[config.mk]
export PLATFORM = sky130hd
export DESIGN_NAME = dp_regmap
export DESIGN_NICKNAME = d
export VERILOG_FILES = /design/src/verilog/dp_pkg.sv /design/src/verilog/dp_net_switch.sv /design/src/verilog/dp_regmap.sv
export SDC_FILE = /design/constraint.sdc
export NUM_CORES = 1
export LEC_CHECK = 0
export ABC_AREA = 1
export BUFFER_PORTS_ARGS = -buffer_cell sky130_fd_sc_hd__clkbuf_2
export CAP_MARGIN = 20
export CORE_AREA = 2 2 96 52
export CTS_BUF_LIST = sky130_fd_sc_hd__clkbuf_8
export DETAILED_ROUTE_END_ITERATION = 10
export DIE_AREA = 0 0 98 54
export PLACE_DENSITY_LB_ADDON = 0.05
export SYNTH_ARGS = -nofsm -noshare
export SYNTH_HDL_FRONTEND = slang
export SYNTH_HIERARCHICAL = 1
export SYNTH_SLANG_ARGS = --single-unit
[constraint.sdc]
create_clock -name clk -period 1.06 [get_ports clk]
set_input_delay 0.106 -clock clk [delete_from_list [all_inputs] [get_ports clk]]
set_output_delay 0.106 -clock clk [all_outputs]
set_load 0.05 [all_outputs]
[src/verilog/dp_pkg.sv]
package dp_pkg;

	// Widths of the register space
	localparam int DP_DATA_W = 9;
	localparam int DP_ADDR_W = 4;
	localparam int DP_NIB_W  = 4;
	localparam int DP_NETS   = 2;

	// Register addresses
	localparam logic [3:0] DP_ADDR_WIPER0 = 4'h0;
	localparam logic [3:0] DP_ADDR_WIPER1 = 4'h1;
	localparam logic [3:0] DP_ADDR_TERMINAL_CONNECT_CONTROL   = 4'h4;
	localparam logic [3:0] DP_ADDR_STATUS = 4'h5;

	// Reset and read values
	localparam logic [8:0] DP_WIPER_MID_8BIT = 9'h080;
	localparam logic [8:0] DP_WIPER_MID_7BIT = 9'h040;
	localparam logic [8:0] DP_TERMINAL_CONNECT_CONTROL_RESET     = 9'h1FF;
	localparam logic [8:0] DP_RSVD_READ      = 9'h000;
	localparam logic [3:0] DP_STATUS_ONES    = 4'hF;

	// Field positions
	localparam int DP_TERMINAL_CONNECT_CONTROL_RSVD_BIT = 8;
	localparam int DP_ST_ONES_LSB   = 5;
	localparam int DP_ST_HW_POWERDOWN_PIN_N_BIT   = 1;

	// One network's control nibble, bit 3 down to bit 0
	typedef struct packed {
		logic hw_n;
		logic a;
		logic w;
		logic b;
	} dp_terminal_connect_control_nib_s;

	// Terminal switch state of one network
	typedef struct packed {
		logic a;
		logic w;
		logic b;
		logic w_to_b;
	} dp_switch_s;

	// One completed serial command
	typedef struct packed {
		logic       write;
		logic [3:0] addr;
		logic [8:0] wdata;
	} dp_cmd_s;

	localparam dp_switch_s DP_SW_SHUTDOWN = '{a: 1'b0, w: 1'b1, b: 1'b1, w_to_b: 1'b1};
	localparam dp_switch_s DP_SW_RESET    = '{a: 1'b1, w: 1'b1, b: 1'b1, w_to_b: 1'b0};

endpackage : dp_pkg

[src/verilog/dp_net_switch.sv]
module dp_net_switch
	import dp_pkg::*;
(
	// Clock and reset
	input  wire logic         clk,
	input  wire logic         reset_n,
	// Control
	input  dp_terminal_connect_control_nib_s      ctl,
	input  wire logic         hw_powerdown_pin_n,
	// Switches
	output dp_switch_s        sw
);

	logic forced;

	// Pin or force bit selects the shutdown arrangement
	assign forced = !ctl.hw_n || !hw_powerdown_pin_n;

	// Switch state, registered
	always_ff @(posedge clk or negedge reset_n) begin
		if (!reset_n) begin
			sw <= DP_SW_RESET;
		end else if (forced) begin
			sw <= DP_SW_SHUTDOWN;
		end else begin
			sw <= '{a: ctl.a, w: ctl.w, b: ctl.b, w_to_b: 1'b0};
		end
	end

	AST_FORCE_BIT: assert property (@(posedge clk) disable iff (!reset_n)
		!ctl.hw_n |=> sw == DP_SW_SHUTDOWN)
		else $error("force bit low did not give shutdown arrangement");

	AST_PLAIN_BITS: assert property (@(posedge clk) disable iff (!reset_n)
		(ctl.hw_n && hw_powerdown_pin_n) |=>
		(sw.a == $past(ctl.a)) && (sw.w == $past(ctl.w)) && (sw.b == $past(ctl.b))
		&& !sw.w_to_b)
		else $error("terminal switches do not follow control bits");

endmodule : dp_net_switch

[src/verilog/dp_regmap.sv]
// Notes on behaviour
// - Leaving reset loads default wipers, then the command port opens.
// - Reset sets terminal control to all ones, every terminal connected.
// - While held in reset no command is accepted.
// - Space is sixteen nine-bit locations; unassigned ones are reserved.
// - Wiper 0 at 0h, wiper 1 at 1h when dual; 2h, 3h, 6h-Fh reserved.
// - Status sits at 5h and can only be read.
// - Status bits 8..5 read one; bits 4..2 and 0 reserved, read zero.
// - Status bit 1 reads one while the shutdown pin is low.
// - Commands keep working during hardware shutdown.
// - Terminal control: bits 7:4 network 1, 3:0 network 0, bit 8 reads one.
// - Force bit at zero puts its network into shutdown arrangement.
// - Terminal A connect bit: one connects, zero disconnects.
// - Wiper connect bit: one connects, zero disconnects.
// - Terminal B connect bit: one connects, zero disconnects.
// - New terminal control reaches switches only after the write completes.
// - Shutdown pin overrides control bits but leaves them stored.
// - Terminal control writes never touch the wiper registers.
// - Shutdown disconnects terminal A and joins wiper to terminal B.
// - Default wiper is mid-scale: 80h for 8-bit, 40h for 7-bit.
module dp_regmap
	import dp_pkg::*;
#(
	parameter bit RES_8BIT = 1'b1,
	parameter bit DUAL     = 1'b1
) (
	// Clock and reset
	input  wire logic                 clk,
	input  wire logic                 reset_n,
	// Command port
	input  wire logic                 cmd_valid,
	input  dp_cmd_s                   cmd,
	output logic                      cmd_ready,
	// Response port
	output logic                      rsp_valid,
	output logic [DP_DATA_W-1:0]      rsp_data,
	output logic                      rsp_err,
	// Shutdown pin
	input  wire logic                 hw_powerdown_pin_n,
	// Network outputs
	output logic [DP_DATA_W-1:0]      wiper0_value,
	output logic [DP_DATA_W-1:0]      wiper1_value,
	output dp_switch_s [DP_NETS-1:0]  net_switch
);

	localparam logic [8:0] WIPER_DEF = RES_8BIT ? DP_WIPER_MID_8BIT : DP_WIPER_MID_7BIT;

	logic                  ready;
	logic                  accept;
	logic                  wr_wiper0;
	logic                  wr_wiper1;
	logic                  wr_terminal_connect_control;
	logic [7:0]            terminal_connect_control_ctl;
	logic [DP_DATA_W-1:0]  terminal_connect_control_read;
	logic [DP_DATA_W-1:0]  status_read;
	logic [DP_DATA_W-1:0]  next_rsp_data;
	logic                  next_rsp_err;
	logic                  hw_powerdown_pin_n_active;
	dp_terminal_connect_control_nib_s [DP_NETS-1:0] nib_ctl;

	// Open the port one edge after reset release
	always_ff @(posedge clk or negedge reset_n) begin
		if (!reset_n) begin
			ready <= 1'b0;
		end else begin
			ready <= 1'b1;
		end
	end

	// Port is shut only by reset, not by the shutdown pin
	assign cmd_ready = ready;
	assign accept    = cmd_valid && ready;

	// Write decode
	assign wr_wiper0 = accept && cmd.write && (cmd.addr == DP_ADDR_WIPER0);
	assign wr_wiper1 = accept && cmd.write && (cmd.addr == DP_ADDR_WIPER1) && DUAL;
	assign wr_terminal_connect_control   = accept && cmd.write && (cmd.addr == DP_ADDR_TERMINAL_CONNECT_CONTROL);

	// Wiper 0 register
	always_ff @(posedge clk or negedge reset_n) begin
		if (!reset_n) begin
			wiper0_value <= WIPER_DEF;
		end else if (wr_wiper0) begin
			wiper0_value <= cmd.wdata;
		end
	end

	// Wiper 1 register, fixed when single network
	always_ff @(posedge clk or negedge reset_n) begin
		if (!reset_n) begin
			wiper1_value <= DUAL ? WIPER_DEF : DP_RSVD_READ;
		end else if (wr_wiper1) begin
			wiper1_value <= cmd.wdata;
		end
	end

	// Terminal control register; only written by a command
	always_ff @(posedge clk or negedge reset_n) begin
		if (!reset_n) begin
			terminal_connect_control_ctl <= DP_TERMINAL_CONNECT_CONTROL_RESET[7:0];
		end else if (wr_terminal_connect_control) begin
			terminal_connect_control_ctl <= cmd.wdata[7:0];
		end
	end

	// Read images of terminal control and status
	assign hw_powerdown_pin_n_active = !hw_powerdown_pin_n;

	always_comb begin
		terminal_connect_control_read                   = {1'b0, terminal_connect_control_ctl};
		terminal_connect_control_read[DP_TERMINAL_CONNECT_CONTROL_RSVD_BIT] = 1'b1;
	end

	always_comb begin
		status_read                          = DP_RSVD_READ;
		status_read[DP_ST_ONES_LSB +: $bits(DP_STATUS_ONES)] = DP_STATUS_ONES;
		status_read[DP_ST_HW_POWERDOWN_PIN_N_BIT]          = hw_powerdown_pin_n_active;
	end

	// Response contents by address
	always_comb begin
		next_rsp_data = DP_RSVD_READ;
		next_rsp_err  = 1'b0;
		case (cmd.addr)
			DP_ADDR_WIPER0: begin
				next_rsp_data = wiper0_value;
			end
			DP_ADDR_WIPER1: begin
				next_rsp_data = wiper1_value;
				next_rsp_err  = !DUAL;
			end
			DP_ADDR_TERMINAL_CONNECT_CONTROL: begin
				next_rsp_data = terminal_connect_control_read;
			end
			DP_ADDR_STATUS: begin
				next_rsp_data = status_read;
				next_rsp_err  = cmd.write;
			end
			default: begin
				next_rsp_err  = 1'b1;
			end
		endcase
	end

	// Response pulse one edge after acceptance
	always_ff @(posedge clk or negedge reset_n) begin
		if (!reset_n) begin
			rsp_valid <= 1'b0;
		end else begin
			rsp_valid <= accept;
		end
	end

	// Response data and error, held until next command
	always_ff @(posedge clk or negedge reset_n) begin
		if (!reset_n) begin
			rsp_data <= DP_RSVD_READ;
			rsp_err  <= 1'b0;
		end else if (accept) begin
			rsp_data <= cmd.write ? DP_RSVD_READ : next_rsp_data;
			rsp_err  <= next_rsp_err;
		end
	end

	// Control bits seen as one nibble per network
	assign nib_ctl = terminal_connect_control_ctl;

	// Terminal switches per network, from the stored bits
	genvar n;
	generate
		for (n = 0; n < DP_NETS; n++) begin : g_net
			if (n == 0 || DUAL) begin : g_on
				dp_net_switch u_dp_net_switch (
					.clk                (clk),
					.reset_n            (reset_n),
					.ctl                (nib_ctl[n]),
					.hw_powerdown_pin_n (hw_powerdown_pin_n),
					.sw                 (net_switch[n])
				);
			end else begin : g_off
				assign net_switch[n] = '0;
			end
		end
	endgenerate

	// Checks

	AST_RESET_WIPER: assert property (@(posedge clk) disable iff (!reset_n)
		(ready && !$past(ready)) |-> (wiper0_value == WIPER_DEF))
		else $error("wiper not at mid-scale when port opened");

	AST_RESET_TERMINAL_CONNECT_CONTROL: assert property (@(posedge clk) disable iff (!reset_n)
		(ready && !$past(ready)) |-> (terminal_connect_control_read == DP_TERMINAL_CONNECT_CONTROL_RESET))
		else $error("terminal control not all ones after reset");

	AST_PORT_SHUT: assert property (@(posedge clk) disable iff (!reset_n)
		!ready |-> !cmd_ready ##1 cmd_ready)
		else $error("port state wrong around reset release");

	AST_HW_POWERDOWN_PIN_N_PORT: assert property (@(posedge clk) disable iff (!reset_n)
		(ready && !hw_powerdown_pin_n && cmd_valid) |=> rsp_valid)
		else $error("command dropped during hardware shutdown");

	AST_STATUS_READ: assert property (@(posedge clk) disable iff (!reset_n)
		(accept && !cmd.write && cmd.addr == DP_ADDR_STATUS) |=>
		rsp_data == {DP_STATUS_ONES, 3'h0, !$past(hw_powerdown_pin_n), 1'h0})
		else $error("status read value wrong");

	AST_STATUS_RO: assert property (@(posedge clk) disable iff (!reset_n)
		(accept && cmd.write && cmd.addr == DP_ADDR_STATUS) |=>
		rsp_err && $stable(terminal_connect_control_ctl) && $stable(wiper0_value) && $stable(wiper1_value))
		else $error("status write changed state or gave no error");

	AST_RSVD_READ: assert property (@(posedge clk) disable iff (!reset_n)
		(accept && !cmd.write && (cmd.addr inside {4'h2, 4'h3} || cmd.addr > 4'h5))
		|=> rsp_err && (rsp_data == DP_RSVD_READ))
		else $error("reserved read not zero with error");

	AST_TERMINAL_CONNECT_CONTROL_LATE: assert property (@(posedge clk) disable iff (!reset_n)
		(wr_terminal_connect_control && hw_powerdown_pin_n && cmd.wdata[3]) ##1 hw_powerdown_pin_n |=>
		net_switch[0].a == $past(cmd.wdata[2], 2))
		else $error("written terminal bit did not reach switch");

	AST_TERMINAL_CONNECT_CONTROL_STORE: assert property (@(posedge clk) disable iff (!reset_n)
		wr_terminal_connect_control |=> terminal_connect_control_read == {1'b1, $past(cmd.wdata[7:0])})
		else $error("terminal control write not stored");

	AST_HW_POWERDOWN_PIN_N_CFG: assert property (@(posedge clk) disable iff (!reset_n)
		!hw_powerdown_pin_n |=> !net_switch[0].a && net_switch[0].w_to_b)
		else $error("pin shutdown arrangement wrong");

	AST_HW_POWERDOWN_PIN_N_KEEP: assert property (@(posedge clk) disable iff (!reset_n)
		(!hw_powerdown_pin_n && !wr_terminal_connect_control) |=> $stable(terminal_connect_control_ctl))
		else $error("shutdown pin altered terminal control bits");

	AST_WIPER_KEEP: assert property (@(posedge clk) disable iff (!reset_n)
		wr_terminal_connect_control |=> $stable(wiper0_value) && $stable(wiper1_value))
		else $error("terminal control write altered a wiper");

	// Register contents and responses

	AST_RESET_WIPER1: assert property (@(posedge clk) disable iff (!reset_n)
		(ready && !$past(ready)) |-> (wiper1_value == (DUAL ? WIPER_DEF : DP_RSVD_READ)))
		else $error("wiper 1 not at default when port opened");

	AST_RSP_ONLY: assert property (@(posedge clk) disable iff (!reset_n)
		!(cmd_valid && cmd_ready) |=> !rsp_valid)
		else $error("response without an accepted command");

	AST_WIPER0_WRITE: assert property (@(posedge clk) disable iff (!reset_n)
		(accept && cmd.write && cmd.addr == DP_ADDR_WIPER0) |=>
		(wiper0_value == $past(cmd.wdata)) && !rsp_err)
		else $error("wiper 0 write not stored");

	AST_WIPER1_WRITE: assert property (@(posedge clk) disable iff (!reset_n)
		(accept && cmd.write && cmd.addr == DP_ADDR_WIPER1 && DUAL) |=>
		(wiper1_value == $past(cmd.wdata)) && !rsp_err)
		else $error("wiper 1 write not stored");

	AST_WIPER0_READ: assert property (@(posedge clk) disable iff (!reset_n)
		(accept && !cmd.write && cmd.addr == DP_ADDR_WIPER0) |=>
		(rsp_data == $past(wiper0_value)) && !rsp_err)
		else $error("wiper 0 read value wrong");

	AST_WIPER1_READ: assert property (@(posedge clk) disable iff (!reset_n)
		(accept && !cmd.write && cmd.addr == DP_ADDR_WIPER1) |=>
		(rsp_data == $past(wiper1_value)) && (rsp_err == !DUAL))
		else $error("wiper 1 read value wrong");

	AST_TERMINAL_CONNECT_CONTROL_READ: assert property (@(posedge clk) disable iff (!reset_n)
		(accept && !cmd.write && cmd.addr == DP_ADDR_TERMINAL_CONNECT_CONTROL) |=>
		(rsp_data == {1'b1, $past(terminal_connect_control_ctl)}) && !rsp_err)
		else $error("terminal control read value wrong");

	AST_STATUS_NOERR: assert property (@(posedge clk) disable iff (!reset_n)
		(accept && !cmd.write && cmd.addr == DP_ADDR_STATUS) |=> !rsp_err)
		else $error("status read flagged as error");

	AST_STATUS_WDATA: assert property (@(posedge clk) disable iff (!reset_n)
		(accept && cmd.write && cmd.addr == DP_ADDR_STATUS) |=>
		rsp_data == DP_RSVD_READ)
		else $error("status write returned data");

	AST_STATUS_HIGH: assert property (@(posedge clk) disable iff (!reset_n)
		(accept && !cmd.write && cmd.addr == DP_ADDR_STATUS && hw_powerdown_pin_n) |=>
		!rsp_data[DP_ST_HW_POWERDOWN_PIN_N_BIT])
		else $error("status shows shutdown with pin high");

	AST_RSVD_WRITE: assert property (@(posedge clk) disable iff (!reset_n)
		(accept && cmd.write && (cmd.addr inside {4'h2, 4'h3} || cmd.addr > DP_ADDR_STATUS))
		|=> rsp_err && (rsp_data == DP_RSVD_READ) && $stable(terminal_connect_control_ctl)
		&& $stable(wiper0_value) && $stable(wiper1_value))
		else $error("reserved write changed state or gave no error");

	AST_HW_POWERDOWN_PIN_N_WRITE: assert property (@(posedge clk) disable iff (!reset_n)
		(!hw_powerdown_pin_n && wr_wiper1) |=>
		wiper1_value == $past(cmd.wdata))
		else $error("write lost during hardware shutdown");

	AST_WIPER_HOLD: assert property (@(posedge clk) disable iff (!reset_n)
		!(wr_wiper0 || wr_wiper1) |=> $stable(wiper0_value) && $stable(wiper1_value))
		else $error("wiper changed without its own write");

	// Terminal switches

	AST_HW_POWERDOWN_PIN_N_NET0: assert property (@(posedge clk) disable iff (!reset_n)
		!hw_powerdown_pin_n |=> net_switch[0] == DP_SW_SHUTDOWN)
		else $error("network 0 not in shutdown arrangement");

	AST_HW_POWERDOWN_PIN_N_NET1: assert property (@(posedge clk) disable iff (!reset_n)
		(DUAL && !hw_powerdown_pin_n) |=> net_switch[1] == DP_SW_SHUTDOWN)
		else $error("network 1 not in shutdown arrangement");

	AST_NET1_FORCE: assert property (@(posedge clk) disable iff (!reset_n)
		(DUAL && !nib_ctl[1].hw_n) |=> net_switch[1] == DP_SW_SHUTDOWN)
		else $error("network 1 force bit ignored");

	AST_NET1_BITS: assert property (@(posedge clk) disable iff (!reset_n)
		(DUAL && nib_ctl[1].hw_n && hw_powerdown_pin_n) |=>
		(net_switch[1].a == $past(nib_ctl[1].a)) && (net_switch[1].w == $past(nib_ctl[1].w))
		&& (net_switch[1].b == $past(nib_ctl[1].b)) && !net_switch[1].w_to_b)
		else $error("network 1 switches do not follow control bits");

	AST_PIN_RELEASE: assert property (@(posedge clk) disable iff (!reset_n)
		($past(!hw_powerdown_pin_n) && hw_powerdown_pin_n && nib_ctl[0].hw_n) |=>
		(net_switch[0].a == $past(nib_ctl[0].a)) && (net_switch[0].b == $past(nib_ctl[0].b))
		&& !net_switch[0].w_to_b)
		else $error("stored bits not back in control after pin release");

	AST_SWITCH_HOLD: assert property (@(posedge clk) disable iff (!reset_n)
		(ready && (terminal_connect_control_ctl == $past(terminal_connect_control_ctl))
		&& (hw_powerdown_pin_n == $past(hw_powerdown_pin_n))) |=> $stable(net_switch))
		else $error("switches moved with no write and no pin change");

	COV_WIPER_WRITE: cover property (@(posedge clk) disable iff (!reset_n)
		wr_wiper0 ##1 rsp_valid);

	COV_HW_POWERDOWN_PIN_N_STATUS: cover property (@(posedge clk) disable iff (!reset_n)
		(accept && !cmd.write && cmd.addr == DP_ADDR_STATUS && !hw_powerdown_pin_n));

	COV_FORCE_BIT: cover property (@(posedge clk) disable iff (!reset_n)
		wr_terminal_connect_control && !cmd.wdata[3] ##2 net_switch[0].w_to_b);

	COV_PIN_RELEASE: cover property (@(posedge clk) disable iff (!reset_n)
		!hw_powerdown_pin_n ##1 hw_powerdown_pin_n ##1 !net_switch[0].w_to_b);

	COV_NET1_FORCE: cover property (@(posedge clk) disable iff (!reset_n)
		DUAL && !nib_ctl[1].hw_n ##1 net_switch[1].w_to_b);

endmodule : dp_regmap

* Word level (Yosys, flattened, before mapping)
Cells that the tools add are included.
Word-level totals: register bits 46, bits of input ports 18, output and inout bits 38, word-level logic and storage cells 35
Cells by class: eq/ne operators 3, multiplexer cells 5, reductions and logical operators 12
Operator list (count):
- $pmux 9 s4 | 1
- $mux 9 | 1
- $eq 4x3->1 const B | 2
- $mux 4 | 2
- $logic_and 1x1->1 | 5
- $eq 4x1->1 const B | 1
- $logic_not 4->1 | 1
- $logic_not 1->1 | 3
- $reduce_or 3->1 | 1
- $logic_or 1x1->1 | 2
- $pmux 1 s2 | 1

* Depth between registers and ports, before layout
depth after elaboration 3, depth in mapped cells 8, depth with buffers taken out 7

* Modules after synthesis
The synthesis kept the hierarchy.
By module, submodules not included:
- dp_regmap | times used 1, cells each 195, area each 1840.5 um^2, seq. area each 963.4 um^2
- dp_net_switch | times used 2, cells each 11, area each 137.6 um^2, seq. area each 103.8 um^2

* Worst setup path before layout
OpenSTA, ideal clock, no wires.
path type reg-to-reg, start register ready (netlist: cmd_ready), end register terminal_connect_control_ctl[5] (netlist: nib_ctl[5]), setup time 0.078 ns, arrival time 1.510 ns, data required time 0.982 ns, slack -0.528 ns, cell stages (with the launch flop) 9, path buffers 1, period minus slack after synthesis 1.588 ns, path through dfrtp_1 nand2_2 inv_2 nand2_4 inv_2 nand3_2 buf_6 nand2_1 o21ai_2
Between the ends: word-level cells in the longest chain between the ends 3
Ends and longest elaborated chain:
- from (decl) | line dp_regmap.sv:48 | logic ready;
- from (signal assigned) | line dp_regmap.sv:64 | ready <= 1'b0;
- from (signal assigned) | line dp_regmap.sv:66 | ready <= 1'b1;
- $logic_and 1x1->1 | line dp_regmap.sv:72 | assign accept = cmd_valid && ready;
- net accept | line dp_regmap.sv:49 | logic accept;
- $logic_and 1x1->1 (2 in series) | line dp_regmap.sv:77 | assign wr_terminal_connect_control = accept && cmd.write && (cmd.addr == DP_ADDR_TERMINAL_CONNECT_CONTROL);
- to (signal assigned) | line dp_regmap.sv:100 | terminal_connect_control_ctl <= DP_TERMINAL_CONNECT_CONTROL_RESET[7:0];
- to (signal assigned) | line dp_regmap.sv:102 | terminal_connect_control_ctl <= cmd.wdata[7:0];
- to (decl) | line dp_regmap.sv:53 | logic [7:0] terminal_connect_control_ctl;
The timed path passes the listed nets, and every way through them passes these cells. A chain may end at the register's enable or synchronous reset.

* Worst setup path in the final report
start register ready (netlist: cmd_ready), end register wiper0_value[7]
Between the ends: word-level cells in the longest chain between the ends 3
Ends and longest elaborated chain:
- $logic_and 1x1->1 | line dp_regmap.sv:72
- net accept | line dp_regmap.sv:49
- $logic_and 1x1->1 (2 in series) | line dp_regmap.sv:75 | assign wr_wiper0 = accept && cmd.write && (cmd.addr == DP_ADDR_WIPER0);
- to (signal assigned) | line dp_regmap.sv:84 | wiper0_value <= cmd.wdata;
- to (decl) | line dp_regmap.sv:41 | output logic [DP_DATA_W-1:0] wiper0_value,
The timed path passes the listed nets, and every way through them passes these cells.

==> qor.yml <==
timing:
  skew_ps: 9.48
  period_minus_slack_ps: 1160
  max_clock_freq_mhz: 863
  drv_slew: 0
  layout_setup_ws_ps: -99.1
  setup_viol: 40
  fin_setup_tns_ps: -2200
  min_period_over_period: 1.09
  hold_violations: 0
  rsz0062_at_grt: "true"
  fin_hold_ws_ps: 65.4
die:
  boundaryPins: 56
  start_util: 0.463
  die_h_um: 54
  core_sq_mm: 0.00457
  fp-row-count: 18
  dieWidth_um: 98
  dieArea_sq_mm: 0.00529
clock_network:
  cts-root-buf: "clkbuf_8"
  htreeDepth: 2
  cts_buffer_depth: 2
  tritoncts: "yes"
  numCtsBuffers: 5
  insertion_delay_ps: 300
  clkTransAtPathRegs_ps: 90
  cts_sinks: 46
global_routing:
  busiest_layer: "met2"
  grt_pass1_vias: 1614
  antenna_found_initial: 0
  overflow: 0
  grt_usage: 0.220
  use_met3: 0.0506
  grt_max_degree: 47
  grtUsageMet2: 0.331
  grt_use_met1: 0.324
  grt_pass1_wl_um: 8690
setup_path:
  critPathLaunchType: "flip-flop"
  slowest_stage: "dfrtp_2"
  required_ps: 1300
  cp_top_family: "flip-flops"
  path_class: "reg -> reg"
  path_buf_inv: 2
  max_stage_delay_ps: 400
  worstSetupEndpointType: "flip-flop"
  crit_chain: "nand2_4 > inv_4 > nand2_8 > nor2_8 > buf_12 > nor2_2 > a21oi_2"
  crit_fanout: 7
  arrival_ps: 1400
power_and_ir_drop:
  peakVddDrop_mv: 1.03
  power_mw: 4.79
  leakagePower_nw: 1.56
  powerDensity_mw_per_mm2: 1470
run_status:
  violations: "negative setup slack"
  status: "finished, violations left"
layout:
  utilization: 0.712
  drive_gt1_frac: 0.603
  final_cell_mix: "nand3_1 (36), nand2_1 (30), dfrtp_1 (26), buf_4 (26), clkbuf_2 (23)"
  final_area_sq_mm: 0.00326
  antenna_cells: 0
  nets: 322
  syn2layout_area_growth_pct: 53.9
  final_common_cell: "nand3_1"
synthesis:
  synth_area_leader_cell: "dfrtp_1"
  syn_nets: 235
  yosysSeqAreaShare: 0.554
  synth_top_area_share: 0.355
  synth_area_sq_mm: 0.00212
  yosys_warnings: 6
  synth_area_leaders: "dfrtp_1 (35%), dfstp_2 (20%), nand3_1 (8.5%)"
  synth_seq_cells: 46
  synth_cells: 217
  synth.distinct_cells: 24
  avgSynthCellArea_sq_um: 9.75
route:
  drc: 0
  drt-wirelength-per-cell_um: 15.7
  vias: 1813
  viasPerCell: 4.97
  antenna_left: 0
  drt_wl_total_um: 5730
  firstDrtPassIters: 4
  drtIter0Drc: 55
place:
  portBuffers: 55
  post_dp_cell_area_sq_mm: 0.00261
  gp_congestion: 0.748
  dpl.hpwl_um: 3490
worst_hold_path:
  hold_path_class: "in -> reg"
run:
  cap_violations: 0
repair_timing:
| item | CTS | global route |
|---|---|---|
| endpoints found under the hold margin | 30 | 0 |
| setup endpoints to repair | 60 | 67 |
| cloned | 4 | 1 |
| buffers inserted | 2 | 7 |
| pin swaps | 4 | 4 |
| resized for setup | 74 | 49 |
| hold buffers | 1 | 0 |
per-stage QoR:
step | instances | setup WS [ps]
final | 365 | -99.1
after global routing | 365 | -153
after CTS | 357 | -78.7
after detailed placement | 342 | -145
after global placement | 342 | -122
after floorplan | 217 | -266
cell families after synthesis:
kind of cell | Yosys count | share of synthesized area
simple gates | 109 | 0.261
flops | 46 | 0.554
compound gates | 32 | 0.111
buf+inv | 29 | 0.0727
other cells | 1 | 0.00177
routing by layer:
layer  share of wire  vias to the layer above
li1                -                      889
met1            0.52                      881
met2            0.44                       38
met3           0.041                        5
met4          0.0054                        0
met5               0                        -
synthesized netlist by cell type:
| cell type | number |
|---|---|
| nand2_1 | 48 |
| nand3_1 | 36 |
| dfrtp_1 | 30 |
| inv_1 | 18 |
| o21ai_2 | 17 |
| dfstp_2 | 16 |
| nor2_1 | 11 |
| a21oi_1 | 8 |
| buf_6 | 4 |
| buf_2 | 3 |
| inv_2 | 3 |
| nand2_2 | 3 |
| nor2_2 | 3 |
| o211ai_1 | 3 |
| nand2_4 | 2 |
| nor2_4 | 2 |
| nor2_8 | 2 |
| o21ai_0 | 2 |
| a21oi_2 | 1 |
| buf_8 | 1 |
| conb_1 | 1 |
| nand3_2 | 1 |
| nand3_4 | 1 |
| o21ai_1 | 1 |
area by class of cell:
class | count | area, sq um
Clock buffer | 5 | 68.8
Clock inverter | 3 | 13.8
Fill cell | 373 | 1320
Inverter | 21 | 93.8
Multi-Input combinational cell | 146 | 1000
Sequential cell | 46 | 1180
Tap cell | 60 | 75.1
Timing Repair Buffer | 84 | 828
registers in the layout, summed over array words and instances (netlist names):
signal                         count
cmd_ready                          1
g_net.g_on.u_dp_net_switch/sw      8
nib_ctl                            8
rsp_data                           9
rsp_err                            1
rsp_valid                          1
wiper0_value                       9
wiper1_value                       9
worst paths after layout:
| check | startpoint | endpoint | slack [ps] | cells after the start |
|---|---|---|---|---|
| max in group asynchronous | reset_n | g_net[1].g_on.u_dp_net_switch/sw[1] | 470 | 3 |
| min in group asynchronous | reset_n | wiper0_value[4] | 310 | 3 |
| worst min register to register | rsp_data[5] | rsp_data[5] | 480 | 2 |
| worst max-delay path | cmd_ready | wiper0_value[7] | -100 | 7 |
| worst min-delay path | cmd[8] | wiper0_value[8] | 70 | 3 |
| worst max register to register | cmd_ready | wiper0_value[7] | -100 | 7 |
worst reg2reg max path, cell delays in order, from the launching register on:
cell and delay (ps):
dfrtp_2 400, nand2_4 60, inv_4 80, nand2_8 80, nor2_8 180, buf_12 160, nor2_2 50, a21oi_2 90
where the power goes:
part | total, mW | internal (mW) | switching (mW)
Combinational | 1.58 | 0.642 | 0.938
Clock | 1.03 | 0.448 | 0.582
Sequential | 2.18 | 1.99 | 0.196
Total | 4.79 | 3.08 | 1.72
No activity file was read; power rests on OpenSTA's default activity.
